## src/common/dcr_pkg.sv

```systemverilog
/*
  Shared constants for the acquisition card I/O register bank: the byte offsets
  within the 16-byte window, field positions, reset values and mode encodings.
  Assumes a byte-wide host bus that presents the low four address bits.
*/
package dcr_pkg;

  localparam int unsigned ADDR_W    = 4;
  localparam int unsigned BYTE_W    = 8;
  localparam int unsigned ADC_W     = 16;
  localparam int unsigned DAC_W     = 12;
  localparam int unsigned DIO_W     = 16;
  localparam int unsigned DAC_CHANS = 2;
  localparam int unsigned SYNC_W    = DIO_W + 2;

  // Byte offsets from the base address.
  localparam logic [ADDR_W-1:0] OFF_TIMER_COUNT_ZERO = 4'h0;
  localparam logic [ADDR_W-1:0] OFF_TIMER_COUNT_ONE  = 4'h1;
  localparam logic [ADDR_W-1:0] OFF_TIMER_COUNT_TWO  = 4'h2;
  localparam logic [ADDR_W-1:0] OFF_TIMER_CONTROL    = 4'h3;
  localparam logic [ADDR_W-1:0] OFF_OUT1_DATA_LOW    = 4'h4;
  localparam logic [ADDR_W-1:0] OFF_OUT1_DATA_HIGH   = 4'h5;
  localparam logic [ADDR_W-1:0] OFF_CONV_DATA_LOW    = 4'h4;
  localparam logic [ADDR_W-1:0] OFF_CONV_DATA_HIGH   = 4'h5;
  localparam logic [ADDR_W-1:0] OFF_INPUT_LINES_LOW  = 4'h6;
  localparam logic [ADDR_W-1:0] OFF_INPUT_LINES_HIGH = 4'h7;
  localparam logic [ADDR_W-1:0] OFF_OUT2_DATA_LOW    = 4'h6;
  localparam logic [ADDR_W-1:0] OFF_OUT2_DATA_HIGH   = 4'h7;
  localparam logic [ADDR_W-1:0] OFF_IRQ_FLAG_CLEAR   = 4'h8;
  localparam logic [ADDR_W-1:0] OFF_STATUS           = 4'h8;
  localparam logic [ADDR_W-1:0] OFF_GAIN_SELECT      = 4'h9;
  localparam logic [ADDR_W-1:0] OFF_INPUT_SELECTOR   = 4'ha;
  localparam logic [ADDR_W-1:0] OFF_TRIGGER_MODE     = 4'hb;
  localparam logic [ADDR_W-1:0] OFF_CONVERSION_KICK  = 4'hc;
  localparam logic [ADDR_W-1:0] OFF_OUTPUT_LINES_LOW = 4'hd;
  localparam logic [ADDR_W-1:0] OFF_OUTPUT_LINES_HI  = 4'he;

  // Field positions.
  localparam int unsigned SEL_CHAN_LSB   = 0;
  localparam int unsigned SEL_CHAN_MSB   = 3;
  localparam int unsigned SEL_LOWER_BIT  = 4;
  localparam int unsigned SEL_UPPER_BIT  = 5;
  localparam int unsigned GAIN_LSB       = 0;
  localparam int unsigned GAIN_MSB       = 1;
  localparam int unsigned MODE_LSB       = 0;
  localparam int unsigned MODE_MSB       = 2;
  localparam int unsigned STAT_READY_BIT = 5;
  localparam int unsigned DAC_HI_MSB     = 3;

  // Reset values.
  localparam logic [3:0]        RST_CHAN     = 4'h0;
  localparam logic [1:0]        RST_GAIN     = 2'h0;
  localparam logic [2:0]        RST_MODE     = 3'h1;
  localparam logic [BYTE_W-1:0] RST_BYTE     = 8'h00;
  localparam logic [DIO_W-1:0]  RST_DIO      = 16'h0000;
  localparam logic [ADC_W-1:0]  RST_ADC      = 16'h0000;
  localparam logic [DAC_W-1:0]  RST_DAC      = 12'h000;

  typedef enum logic [2:0] {
    MODE_OFF       = 3'b000,
    MODE_SW_POLL   = 3'b001,
    MODE_PACER_DMA = 3'b010,
    MODE_PACER_IRQ = 3'b110
  } dcr_mode_t;

endpackage : dcr_pkg

```

## src/logic/dcr_register_bank.sv

```systemverilog
/*
  Host-facing I/O register bank of the acquisition card: input selector, gain,
  trigger and transfer mode, interrupt flag, conversion kick, digital lines,
  two double-buffered output channels and the window onto the interval timer.
  Assumes host strobes are one-cycle pulses on i_core_clk, the timer answers
  reads combinationally, and the converter reports completion with a pulse.
*/
// Functional notes
// - Selector write switches the multiplexer to the new channel at once.
// - Selector bit 4 alone picks inputs 0-7, bit 5 alone picks 8-15.
// - Both bank bits set means eight differential channel pairs.
// - Channel field is bits 3:0; bits 7:6 are ignored.
// - Gain bits 1:0 at offset nine pick gain 1, 2, 4 or 8.
// - Mode bits 2:0 at offset eleven pick the trigger and transfer mode.
// - Mode zero ignores software and pacer triggers.
// - After reset the mode is software trigger with polling.
// - External trigger is accepted in any mode when the jumper selects it.
// - Outside DMA mode, converted data and ready bit stay pollable.
// - Pacer interrupt mode raises an interrupt at each conversion end.
// - Interrupt flag set per conversion; no new interrupt until cleared.
// - Any write to offset eight clears the interrupt flag, unless a conversion end in interrupt mode sets it in the same cycle.
// - In software-trigger mode with the jumper on internal, any write to offset twelve issues one conversion start pulse.
// - Offsets six and seven read input lines 7..0 and 15..8.
// - Offsets thirteen and fourteen drive output lines 7..0 and 15..8.
// - First output: offset four low byte, offset five low nibble high.
// - Second output uses offsets six and seven in the same layout.
// - Output value is 12 bits, LSB bit 0 low, MSB bit 3 high.
// - Low byte is held; all 12 bits update on the high byte write.
// - Offsets zero to three reach the three counters and timer control; timer control at offset three is write-only and reads as zero.
// - Two cascaded counters pace conversions; the third is free.
// - Status bit 5 is one while not ready, zero when done.
// - Converted 16-bit value reads low at four, high at five.
// - Counters one and two cascade to form the pacer tick.
`timescale 1ns/100ps

module dcr_register_bank
  import dcr_pkg::*;
#(
  parameter int unsigned P_ADC_W = ADC_W,
  parameter int unsigned P_DIO_W = DIO_W
) (
  input  wire logic                i_core_clk,
  input  wire logic                i_nrst,
  input  wire logic [ADDR_W-1:0]   i_addr,
  input  wire logic                i_wr_en,
  input  wire logic                i_rd_en,
  input  wire logic [BYTE_W-1:0]   i_wdata,
  output logic      [BYTE_W-1:0]   o_rdata,
  output logic                     o_rd_valid,
  output logic      [1:0]          o_timer_addr,
  output logic                     o_timer_wr_en,
  output logic                     o_timer_rd_en,
  output logic      [BYTE_W-1:0]   o_timer_wdata,
  input  wire logic [BYTE_W-1:0]   i_timer_rdata,
  input  wire logic                i_pacer_tick,
  output logic                     o_conv_start,
  input  wire logic                i_conv_done,
  input  wire logic [P_ADC_W-1:0]  i_conv_data,
  output logic      [3:0]          o_mux_chan,
  output logic                     o_lower_bank_select,
  output logic                     o_upper_bank_select,
  output logic                     o_diff_mode,
  output logic      [1:0]          o_gain,
  output logic      [2:0]          o_mode,
  output logic                     o_irq,
  output logic                     o_dma_req,
  input  wire logic [P_DIO_W-1:0]  i_input_line,
  output logic      [P_DIO_W-1:0]  o_output_line,
  input  wire logic                i_trigger_source_jumper,
  input  wire logic                i_outside_trigger_in,
  output logic      [DAC_W-1:0]    o_out1_value,
  output logic      [DAC_W-1:0]    o_out2_value
);

  ////////////////////////////////////////////////////////////////////////////
  // Pin synchronisers.

  localparam int unsigned SW = P_DIO_W + 2;

  logic [SW-1:0] pin_raw;
  logic [SW-1:0] sync1_q;
  logic [SW-1:0] sync2_q;
  logic [SW-1:0] sync3_q;
  logic [SW-1:0] pin_filt_q;
  logic [SW-1:0] pin_filt_d;

  assign pin_raw = {i_outside_trigger_in, i_trigger_source_jumper, i_input_line};

  always_ff @(posedge i_core_clk or negedge i_nrst) begin
    if (!i_nrst) begin
      sync1_q <= '0;
      sync2_q <= '0;
      sync3_q <= '0;
    end else begin
      sync1_q <= pin_raw;
      sync2_q <= sync1_q;
      sync3_q <= sync2_q;
    end
  end

  // A bit only moves once two settled stages agree, which masks a late glitch.
  assign pin_filt_d = (sync2_q & ~(sync2_q ^ sync3_q)) | (pin_filt_q & (sync2_q ^ sync3_q));

  always_ff @(posedge i_core_clk or negedge i_nrst) begin
    if (!i_nrst) begin
      pin_filt_q <= '0;
    end else begin
      pin_filt_q <= pin_filt_d;
    end
  end

  logic [P_DIO_W-1:0] in_lines;
  logic               jumper_ext;
  logic               ext_trig_lvl;
  logic               ext_trig_prev_q;
  logic               ext_rise;

  assign in_lines     = pin_filt_q[P_DIO_W-1:0];
  assign jumper_ext   = pin_filt_q[P_DIO_W];
  assign ext_trig_lvl = pin_filt_q[P_DIO_W+1];
  assign ext_rise     = ext_trig_lvl && !ext_trig_prev_q;

  always_ff @(posedge i_core_clk or negedge i_nrst) begin
    if (!i_nrst) begin
      ext_trig_prev_q <= 1'b0;
    end else begin
      ext_trig_prev_q <= ext_trig_lvl;
    end
  end

  ////////////////////////////////////////////////////////////////////////////
  // Address decode.

  function automatic logic wr_hit(input logic [ADDR_W-1:0] off);
    return i_wr_en && (i_addr == off);
  endfunction : wr_hit

  logic timer_hit;
  assign timer_hit = (i_addr <= OFF_TIMER_CONTROL);

  assign o_timer_addr  = i_addr[1:0];
  assign o_timer_wr_en = i_wr_en && timer_hit;
  assign o_timer_rd_en = i_rd_en && (i_addr < OFF_TIMER_CONTROL);
  assign o_timer_wdata = i_wdata;

  ////////////////////////////////////////////////////////////////////////////
  // Control registers.

  logic [3:0] chan_q;
  logic       lower_q;
  logic       upper_q;
  logic [1:0] gain_q;
  logic [2:0] mode_q;

  always_ff @(posedge i_core_clk or negedge i_nrst) begin
    if (!i_nrst) begin
      chan_q  <= RST_CHAN;
      lower_q <= 1'b0;
      upper_q <= 1'b0;
    end else if (wr_hit(OFF_INPUT_SELECTOR)) begin
      chan_q  <= i_wdata[SEL_CHAN_MSB:SEL_CHAN_LSB];
      lower_q <= i_wdata[SEL_LOWER_BIT];
      upper_q <= i_wdata[SEL_UPPER_BIT];
    end
  end

  assign o_lower_bank_select = lower_q;
  assign o_upper_bank_select = upper_q;
  assign o_diff_mode = lower_q && upper_q;
  assign o_mux_chan = chan_q;

  always_ff @(posedge i_core_clk or negedge i_nrst) begin
    if (!i_nrst) begin
      gain_q <= RST_GAIN;
    end else if (wr_hit(OFF_GAIN_SELECT)) begin
      gain_q <= i_wdata[GAIN_MSB:GAIN_LSB];
    end
  end
  assign o_gain = gain_q;

  always_ff @(posedge i_core_clk or negedge i_nrst) begin
    if (!i_nrst) begin
      mode_q <= RST_MODE;
    end else if (wr_hit(OFF_TRIGGER_MODE)) begin
      mode_q <= i_wdata[MODE_MSB:MODE_LSB];
    end
  end
  assign o_mode = mode_q;

  ////////////////////////////////////////////////////////////////////////////
  // Trigger selection.

  logic mode_sw;
  logic mode_dma;
  logic mode_irq;
  logic conv_start_d;
  logic conv_start_q;

  assign mode_sw  = (mode_q == MODE_SW_POLL);
  assign mode_dma = (mode_q == MODE_PACER_DMA);
  assign mode_irq = (mode_q == MODE_PACER_IRQ);

  always_comb begin
    conv_start_d = 1'b0;
    if (jumper_ext) begin
      conv_start_d = ext_rise;
    end else begin
      // internal sources off in mode zero and unlisted codes
      case (mode_q)
        MODE_SW_POLL:   conv_start_d = wr_hit(OFF_CONVERSION_KICK);
        MODE_PACER_DMA: conv_start_d = i_pacer_tick;
        MODE_PACER_IRQ: conv_start_d = i_pacer_tick;
        default:        conv_start_d = 1'b0;
      endcase
    end
  end

  always_ff @(posedge i_core_clk or negedge i_nrst) begin
    if (!i_nrst) begin
      conv_start_q <= 1'b0;
    end else begin
      conv_start_q <= conv_start_d;
    end
  end
  assign o_conv_start = conv_start_q;

  ////////////////////////////////////////////////////////////////////////////
  // Converted data, ready bit, interrupt and DMA request.

  logic [P_ADC_W-1:0] conv_data_q;
  logic               not_ready_q;
  logic               irq_flag_q;
  logic               dma_req_q;
  logic               low_read;
  logic               irq_clear;

  assign low_read  = i_rd_en && (i_addr == OFF_CONV_DATA_LOW);
  assign irq_clear = wr_hit(OFF_IRQ_FLAG_CLEAR);

  always_ff @(posedge i_core_clk or negedge i_nrst) begin
    if (!i_nrst) begin
      conv_data_q <= '0;
    end else if (i_conv_done) begin
      conv_data_q <= i_conv_data;
    end
  end

  // ready bit, completion wins over a coincident low-byte read
  always_ff @(posedge i_core_clk or negedge i_nrst) begin
    if (!i_nrst) begin
      not_ready_q <= 1'b1;
    end else if (i_conv_done) begin
      not_ready_q <= 1'b0;
    end else if (low_read || conv_start_q) begin
      not_ready_q <= 1'b1;
    end
  end

  // sticky flag, a new conversion end wins over the clear
  always_ff @(posedge i_core_clk or negedge i_nrst) begin
    if (!i_nrst) begin
      irq_flag_q <= 1'b0;
    end else if (i_conv_done && mode_irq) begin
      irq_flag_q <= 1'b1;
    end else if (irq_clear) begin
      irq_flag_q <= 1'b0;
    end
  end
  assign o_irq = irq_flag_q;

  // only DMA mode raises a transfer request
  always_ff @(posedge i_core_clk or negedge i_nrst) begin
    if (!i_nrst) begin
      dma_req_q <= 1'b0;
    end else if (i_conv_done && mode_dma) begin
      dma_req_q <= 1'b1;
    end else if (low_read) begin
      dma_req_q <= 1'b0;
    end
  end
  assign o_dma_req = dma_req_q;

  ////////////////////////////////////////////////////////////////////////////
  // Digital outputs.

  logic [P_DIO_W-1:0] out_lines_q;

  always_ff @(posedge i_core_clk or negedge i_nrst) begin
    if (!i_nrst) begin
      out_lines_q <= RST_DIO;
    end else begin
      if (wr_hit(OFF_OUTPUT_LINES_LOW)) begin
        out_lines_q[7:0] <= i_wdata;
      end
      if (wr_hit(OFF_OUTPUT_LINES_HI)) begin
        out_lines_q[15:8] <= i_wdata;
      end
    end
  end
  assign o_output_line = out_lines_q;

  ////////////////////////////////////////////////////////////////////////////
  // Double-buffered output channels.

  logic [BYTE_W-1:0] dac_low_q [DAC_CHANS];
  logic [DAC_W-1:0]  dac_val_q [DAC_CHANS];

  for (genvar g = 0; g < DAC_CHANS; g++) begin : g_dac
    localparam logic [ADDR_W-1:0] LOW_OFF  = ADDR_W'(OFF_OUT1_DATA_LOW + 2 * g);
    localparam logic [ADDR_W-1:0] HIGH_OFF = ADDR_W'(OFF_OUT1_DATA_HIGH + 2 * g);

    always_ff @(posedge i_core_clk or negedge i_nrst) begin
      if (!i_nrst) begin
        dac_low_q[g] <= RST_BYTE;
      end else if (wr_hit(LOW_OFF)) begin
        dac_low_q[g] <= i_wdata;
      end
    end

    // load all bits on high write
    always_ff @(posedge i_core_clk or negedge i_nrst) begin
      if (!i_nrst) begin
        dac_val_q[g] <= RST_DAC;
      end else if (wr_hit(HIGH_OFF)) begin
        dac_val_q[g] <= {i_wdata[DAC_HI_MSB:0], dac_low_q[g]};
      end
    end
  end

  assign o_out1_value = dac_val_q[0];
  assign o_out2_value = dac_val_q[1];

  ////////////////////////////////////////////////////////////////////////////
  // Read path.

  logic [BYTE_W-1:0] rdata_d;
  logic [BYTE_W-1:0] rdata_q;
  logic              rd_valid_q;

  always_comb begin
    rdata_d = RST_BYTE;
    case (i_addr)
      OFF_TIMER_COUNT_ZERO: rdata_d = i_timer_rdata;
      OFF_TIMER_COUNT_ONE:  rdata_d = i_timer_rdata;
      OFF_TIMER_COUNT_TWO:  rdata_d = i_timer_rdata;
      OFF_CONV_DATA_LOW:    rdata_d = conv_data_q[7:0];
      OFF_CONV_DATA_HIGH:   rdata_d = conv_data_q[15:8];
      OFF_INPUT_LINES_LOW:  rdata_d = in_lines[7:0];
      OFF_INPUT_LINES_HIGH: rdata_d = in_lines[15:8];
      OFF_STATUS:           rdata_d[STAT_READY_BIT] = not_ready_q;
      default:              rdata_d = RST_BYTE;
    endcase
  end

  always_ff @(posedge i_core_clk or negedge i_nrst) begin
    if (!i_nrst) begin
      rdata_q    <= RST_BYTE;
      rd_valid_q <= 1'b0;
    end else begin
      rd_valid_q <= i_rd_en;
      if (i_rd_en) begin
        rdata_q <= rdata_d;
      end
    end
  end
  assign o_rdata    = rdata_q;
  assign o_rd_valid = rd_valid_q;
endmodule : dcr_register_bank

```

## config.mk

```make
export PLATFORM = sky130hd
export DESIGN_NAME = dcr_register_bank
export DESIGN_NICKNAME = d
export VERILOG_FILES = /design/src/common/dcr_pkg.sv /design/src/logic/dcr_register_bank.sv
export SDC_FILE = /design/constraint.sdc
export NUM_CORES = 1
export LEC_CHECK = 0
export ABC_AREA = 1
export BUFFER_PORTS_ARGS = -buffer_cell sky130_fd_sc_hd__buf_2
export CORE_ASPECT_RATIO = 1.5
export CORE_MARGIN = 3
export CORE_UTILIZATION = 32
export CTS_BUF_LIST = sky130_fd_sc_hd__clkbuf_16
export DETAILED_ROUTE_END_ITERATION = 7
export SYNTH_ARGS = -nofsm -noshare
export SYNTH_HDL_FRONTEND = slang
export SYNTH_SLANG_ARGS = --single-unit
export TNS_END_PERCENT = 100
```

## constraint.sdc

```tcl
create_clock -name i_core_clk -period 2.87 [get_ports i_core_clk]
set_input_delay 0.574 -clock i_core_clk [delete_from_list [all_inputs] [get_ports i_core_clk]]
set_output_delay 0.574 -clock i_core_clk [all_outputs]
set_load 0.03 [all_outputs]
```

==> impl_metrics.tcl <==
set metrics [dict create \
    setup_viol 0 \
    synth_flop_cell "dfrtp_1" \
    cts.path.max_buffers 2 \
    die_h_um 176 \
    num_antenna_cells 0 \
    cts_post_setup_buffers_inserted 0 \
    antenna_found_initial 1 \
    syn-num-nets 597 \
    syn2layout_area_growth_pct 24.0 \
    cts_tree "built" \
    grt_max_degree 63 \
    r2r-end "o_conv_start$_DFF_PN0_" \
    fin_area_sq_um 7650 \
    worstHoldPathType "in -> async" \
    io_pins 136 \
    post_drt_wl_per_cell_um 15.4 \
    fin_cells 936 \
    reg2reg_slack_ns 1.72 \
    cts_resized 0 \
    dpl.cell_count 904 \
    worstSkewPairLatency_ns 0.42 \
    clkTransAtPathRegs_ns 0.06 \
    p_comb_share_pct 18.0 \
    drtIter0Drc 225 \
    final-max-slew-violation-count 0 \
    dieWidth_um 119 \
    fin_util_pct 40.8 \
    end_kind "primary output" \
    cts_buffers 17 \
    nNetsFinal 731 \
    layout_common_cells "dfrtp_1 (167), buf_2 (134), nand2_1 (123)" \
    cp_cell_sequence "buf_2 > nor2_1 > buf_4 > nand2_1 > nor2_1 > buf_2" \
    whs_ns 0.121 \
    cp-start-kind "primary input" \
    rsz0062_at_grt "false" \
    worst_r2r_path_depth 4 \
    clockPowerShare_pct 36.0 \
    yosysWarningCount 0 \
    p_int_mw 4.35 \
    ys_seq_elements 169 \
    cap_violations 0 \
    period_share_pct 70.6 \
    port-buffer-count 135 \
    finalWorstSetupSlack_ns 0.844 \
    criticalPathCategory "in -> out" \
    gp_congestion 0.814 \
    rows 61 \
    layout-drive-gt1-share_pct 30.6 \
    overflow 0 \
    ys_seq_area_share_pct 68.6 \
    p_seq_share_pct 45.9 \
    grt_pass1_wl_um 23100 \
    r2r-start "o_mode[0]$_DFFE_PN1P_" \
    worstPathArrival_ns 1.45 \
    synthMuxAreaShare_pct 2.74 \
    cp.required_ns 2.30 \
    ys_types 27 \
    place_worst_setup_slack_ns 0.855 \
    ant_nets 0 \
    synth_xor_area_share_pct 0 \
    synthTopCellsByArea "dfrtp_1 (68%), nand2_1 (7.5%), o21ai_0 (3.9%)" \
    hold_violations 0 \
    worstPathMaxFanout 8 \
    fillers 1877 \
    finClkSkew_ns 0.00451 \
    h-tree-depth 4 \
    placed_cell_area_sq_um 7060 \
    fin_crit_ns 2.03 \
    postCtsHoldBufs 0 \
    netlist_area_sq_um 6170 \
    vias 4118 \
    p_sw_share_pct 30.9 \
    status "complete, no violations" \
    yosysTopAreaCellShare_pct 67.7 \
    slew_headroom_pct 55.7 \
    core_region_area_sq_um 18800 \
    synth_top_family_by_area "simple AND/OR/NAND/NOR gates" \
    vias_per_cell 4.40 \
    crit_slowest_cell "buf_2" \
    drc 0 \
    cts.sinks 169 \
    leakagePower_nw 3.78 \
    routed_wl_um 14400 \
    async_flop_share_pct 100 \
    vdd_ir_drop_max_mv 0.332 \
    synth-compound-area-share_pct 6.65 \
    yosys.area_share.adder_pct 2.92 \
    grtUsageTotal_pct 14.3 \
    synth-edff-count 0 \
    syn_avg_cell_area_sq_um 11.5 \
    cts_root_buf "clkbuf_16" \
    total_power_mw 6.30 \
    yosys.area_share.simple_pct 14.4 \
    layout_commonest_cell "dfrtp_1" \
    synth_top_area_cell "dfrtp_1" \
    dr.pass1.iters 4 \
    power.density_nw_per_um2 823 \
    hpwlAfterDp_um 10500 \
    fp.dieArea_sq_um 21000 \
    timing.fmax_ghz 0.494 \
    tns_ns 0 \
    switchingPower_mw 1.95 \
    start_util_pct 32.9 \
    tightestPinTransition_ns 0.662 \
    critPathMaxStageDelay_ns 0.21 \
    syn_inst 537 \
    grt_pass1_vias 4224 \
]
[cell families after synthesis]
| logic type | after synthesis |
|---|---|
| multiplexers | 15 |
| adder cells (fa/ha/maj) | 18 |
| AND/OR/NAND/NOR | 198 |
| AO/OA/AOI/OAI | 78 |
| buffers and inverters | 59 |
| flip-flops | 169 |
[worst max-delay path by stage]
stage              start            end  slack (ns)  depth (start not counted)
6_report       i_addr[2]  o_timer_rd_en        0.84                          6
4_1_cts        i_addr[2]  o_timer_rd_en        0.85                          6
3_5_place_dp   i_addr[2]  o_timer_rd_en        0.85                          6
5_1_grt        i_addr[2]  o_timer_rd_en        0.81                          6
3_3_place_gp   i_addr[2]  o_timer_rd_en        0.86                          6
2_1_floorplan    i_wr_en  o_timer_wr_en        0.77                          3
[synthesized netlist by cell type, types with 2 or more instances]
cell type  number
a21oi_1        12
nand2_4         2
o21ai_1        13
clkbuf_1        6
dfrtp_1       167
nand3_1        30
mux2_2         15
inv_2           4
nor2_4          3
nor3_2          2
buf_6           3
o21ai_0        48
inv_1          31
nand2_2         3
nor2_2          2
dfstp_2         2
nor3_4          2
buf_2           4
maj3_1         18
nor2_1         27
buf_4          11
a21oi_2         4
nor3_1          2
nand2_1       123
[layout make-up]
cell class / instances / area [sq um] / area share, %
flip-flops and latches: 169 / 4230 / 55.3
multi-input cells: 309 / 1650 / 21.5
repair buffers: 139 / 737 / 9.63
clock buffers: 17 / 425 / 5.56
well taps: 252 / 315 / 4.12
clock inverters: 15 / 165 / 2.16
inverters: 35 / 131 / 1.72
[power by group through the flow]
stage	Clock [mW]	Combinational (mW)	Sequential, mW
2_1_floorplan	0	0.348	3.29
3_3_place_gp	0	1.14	2.93
3_5_place_dp	0	1.15	2.94
4_1_cts	2.33	1.16	2.89
5_1_grt	2.43	1.25	2.93
6_report	2.27	1.14	2.89
[per-layer routing]
metal	global-route usage [%]	part of all wire [%]
met1	17.5	42
met2	22.8	49
met3	4.52	5.8
met4	6.98	3.4
met5	0	0.049
[worst max-delay path, delay by kind of cell]
family,cells,cell delay (ns)
buffers and inverters,3,0.53
AND/OR/NAND/NOR,3,0.35
No activity file was read; power rests on OpenSTA's default activity.
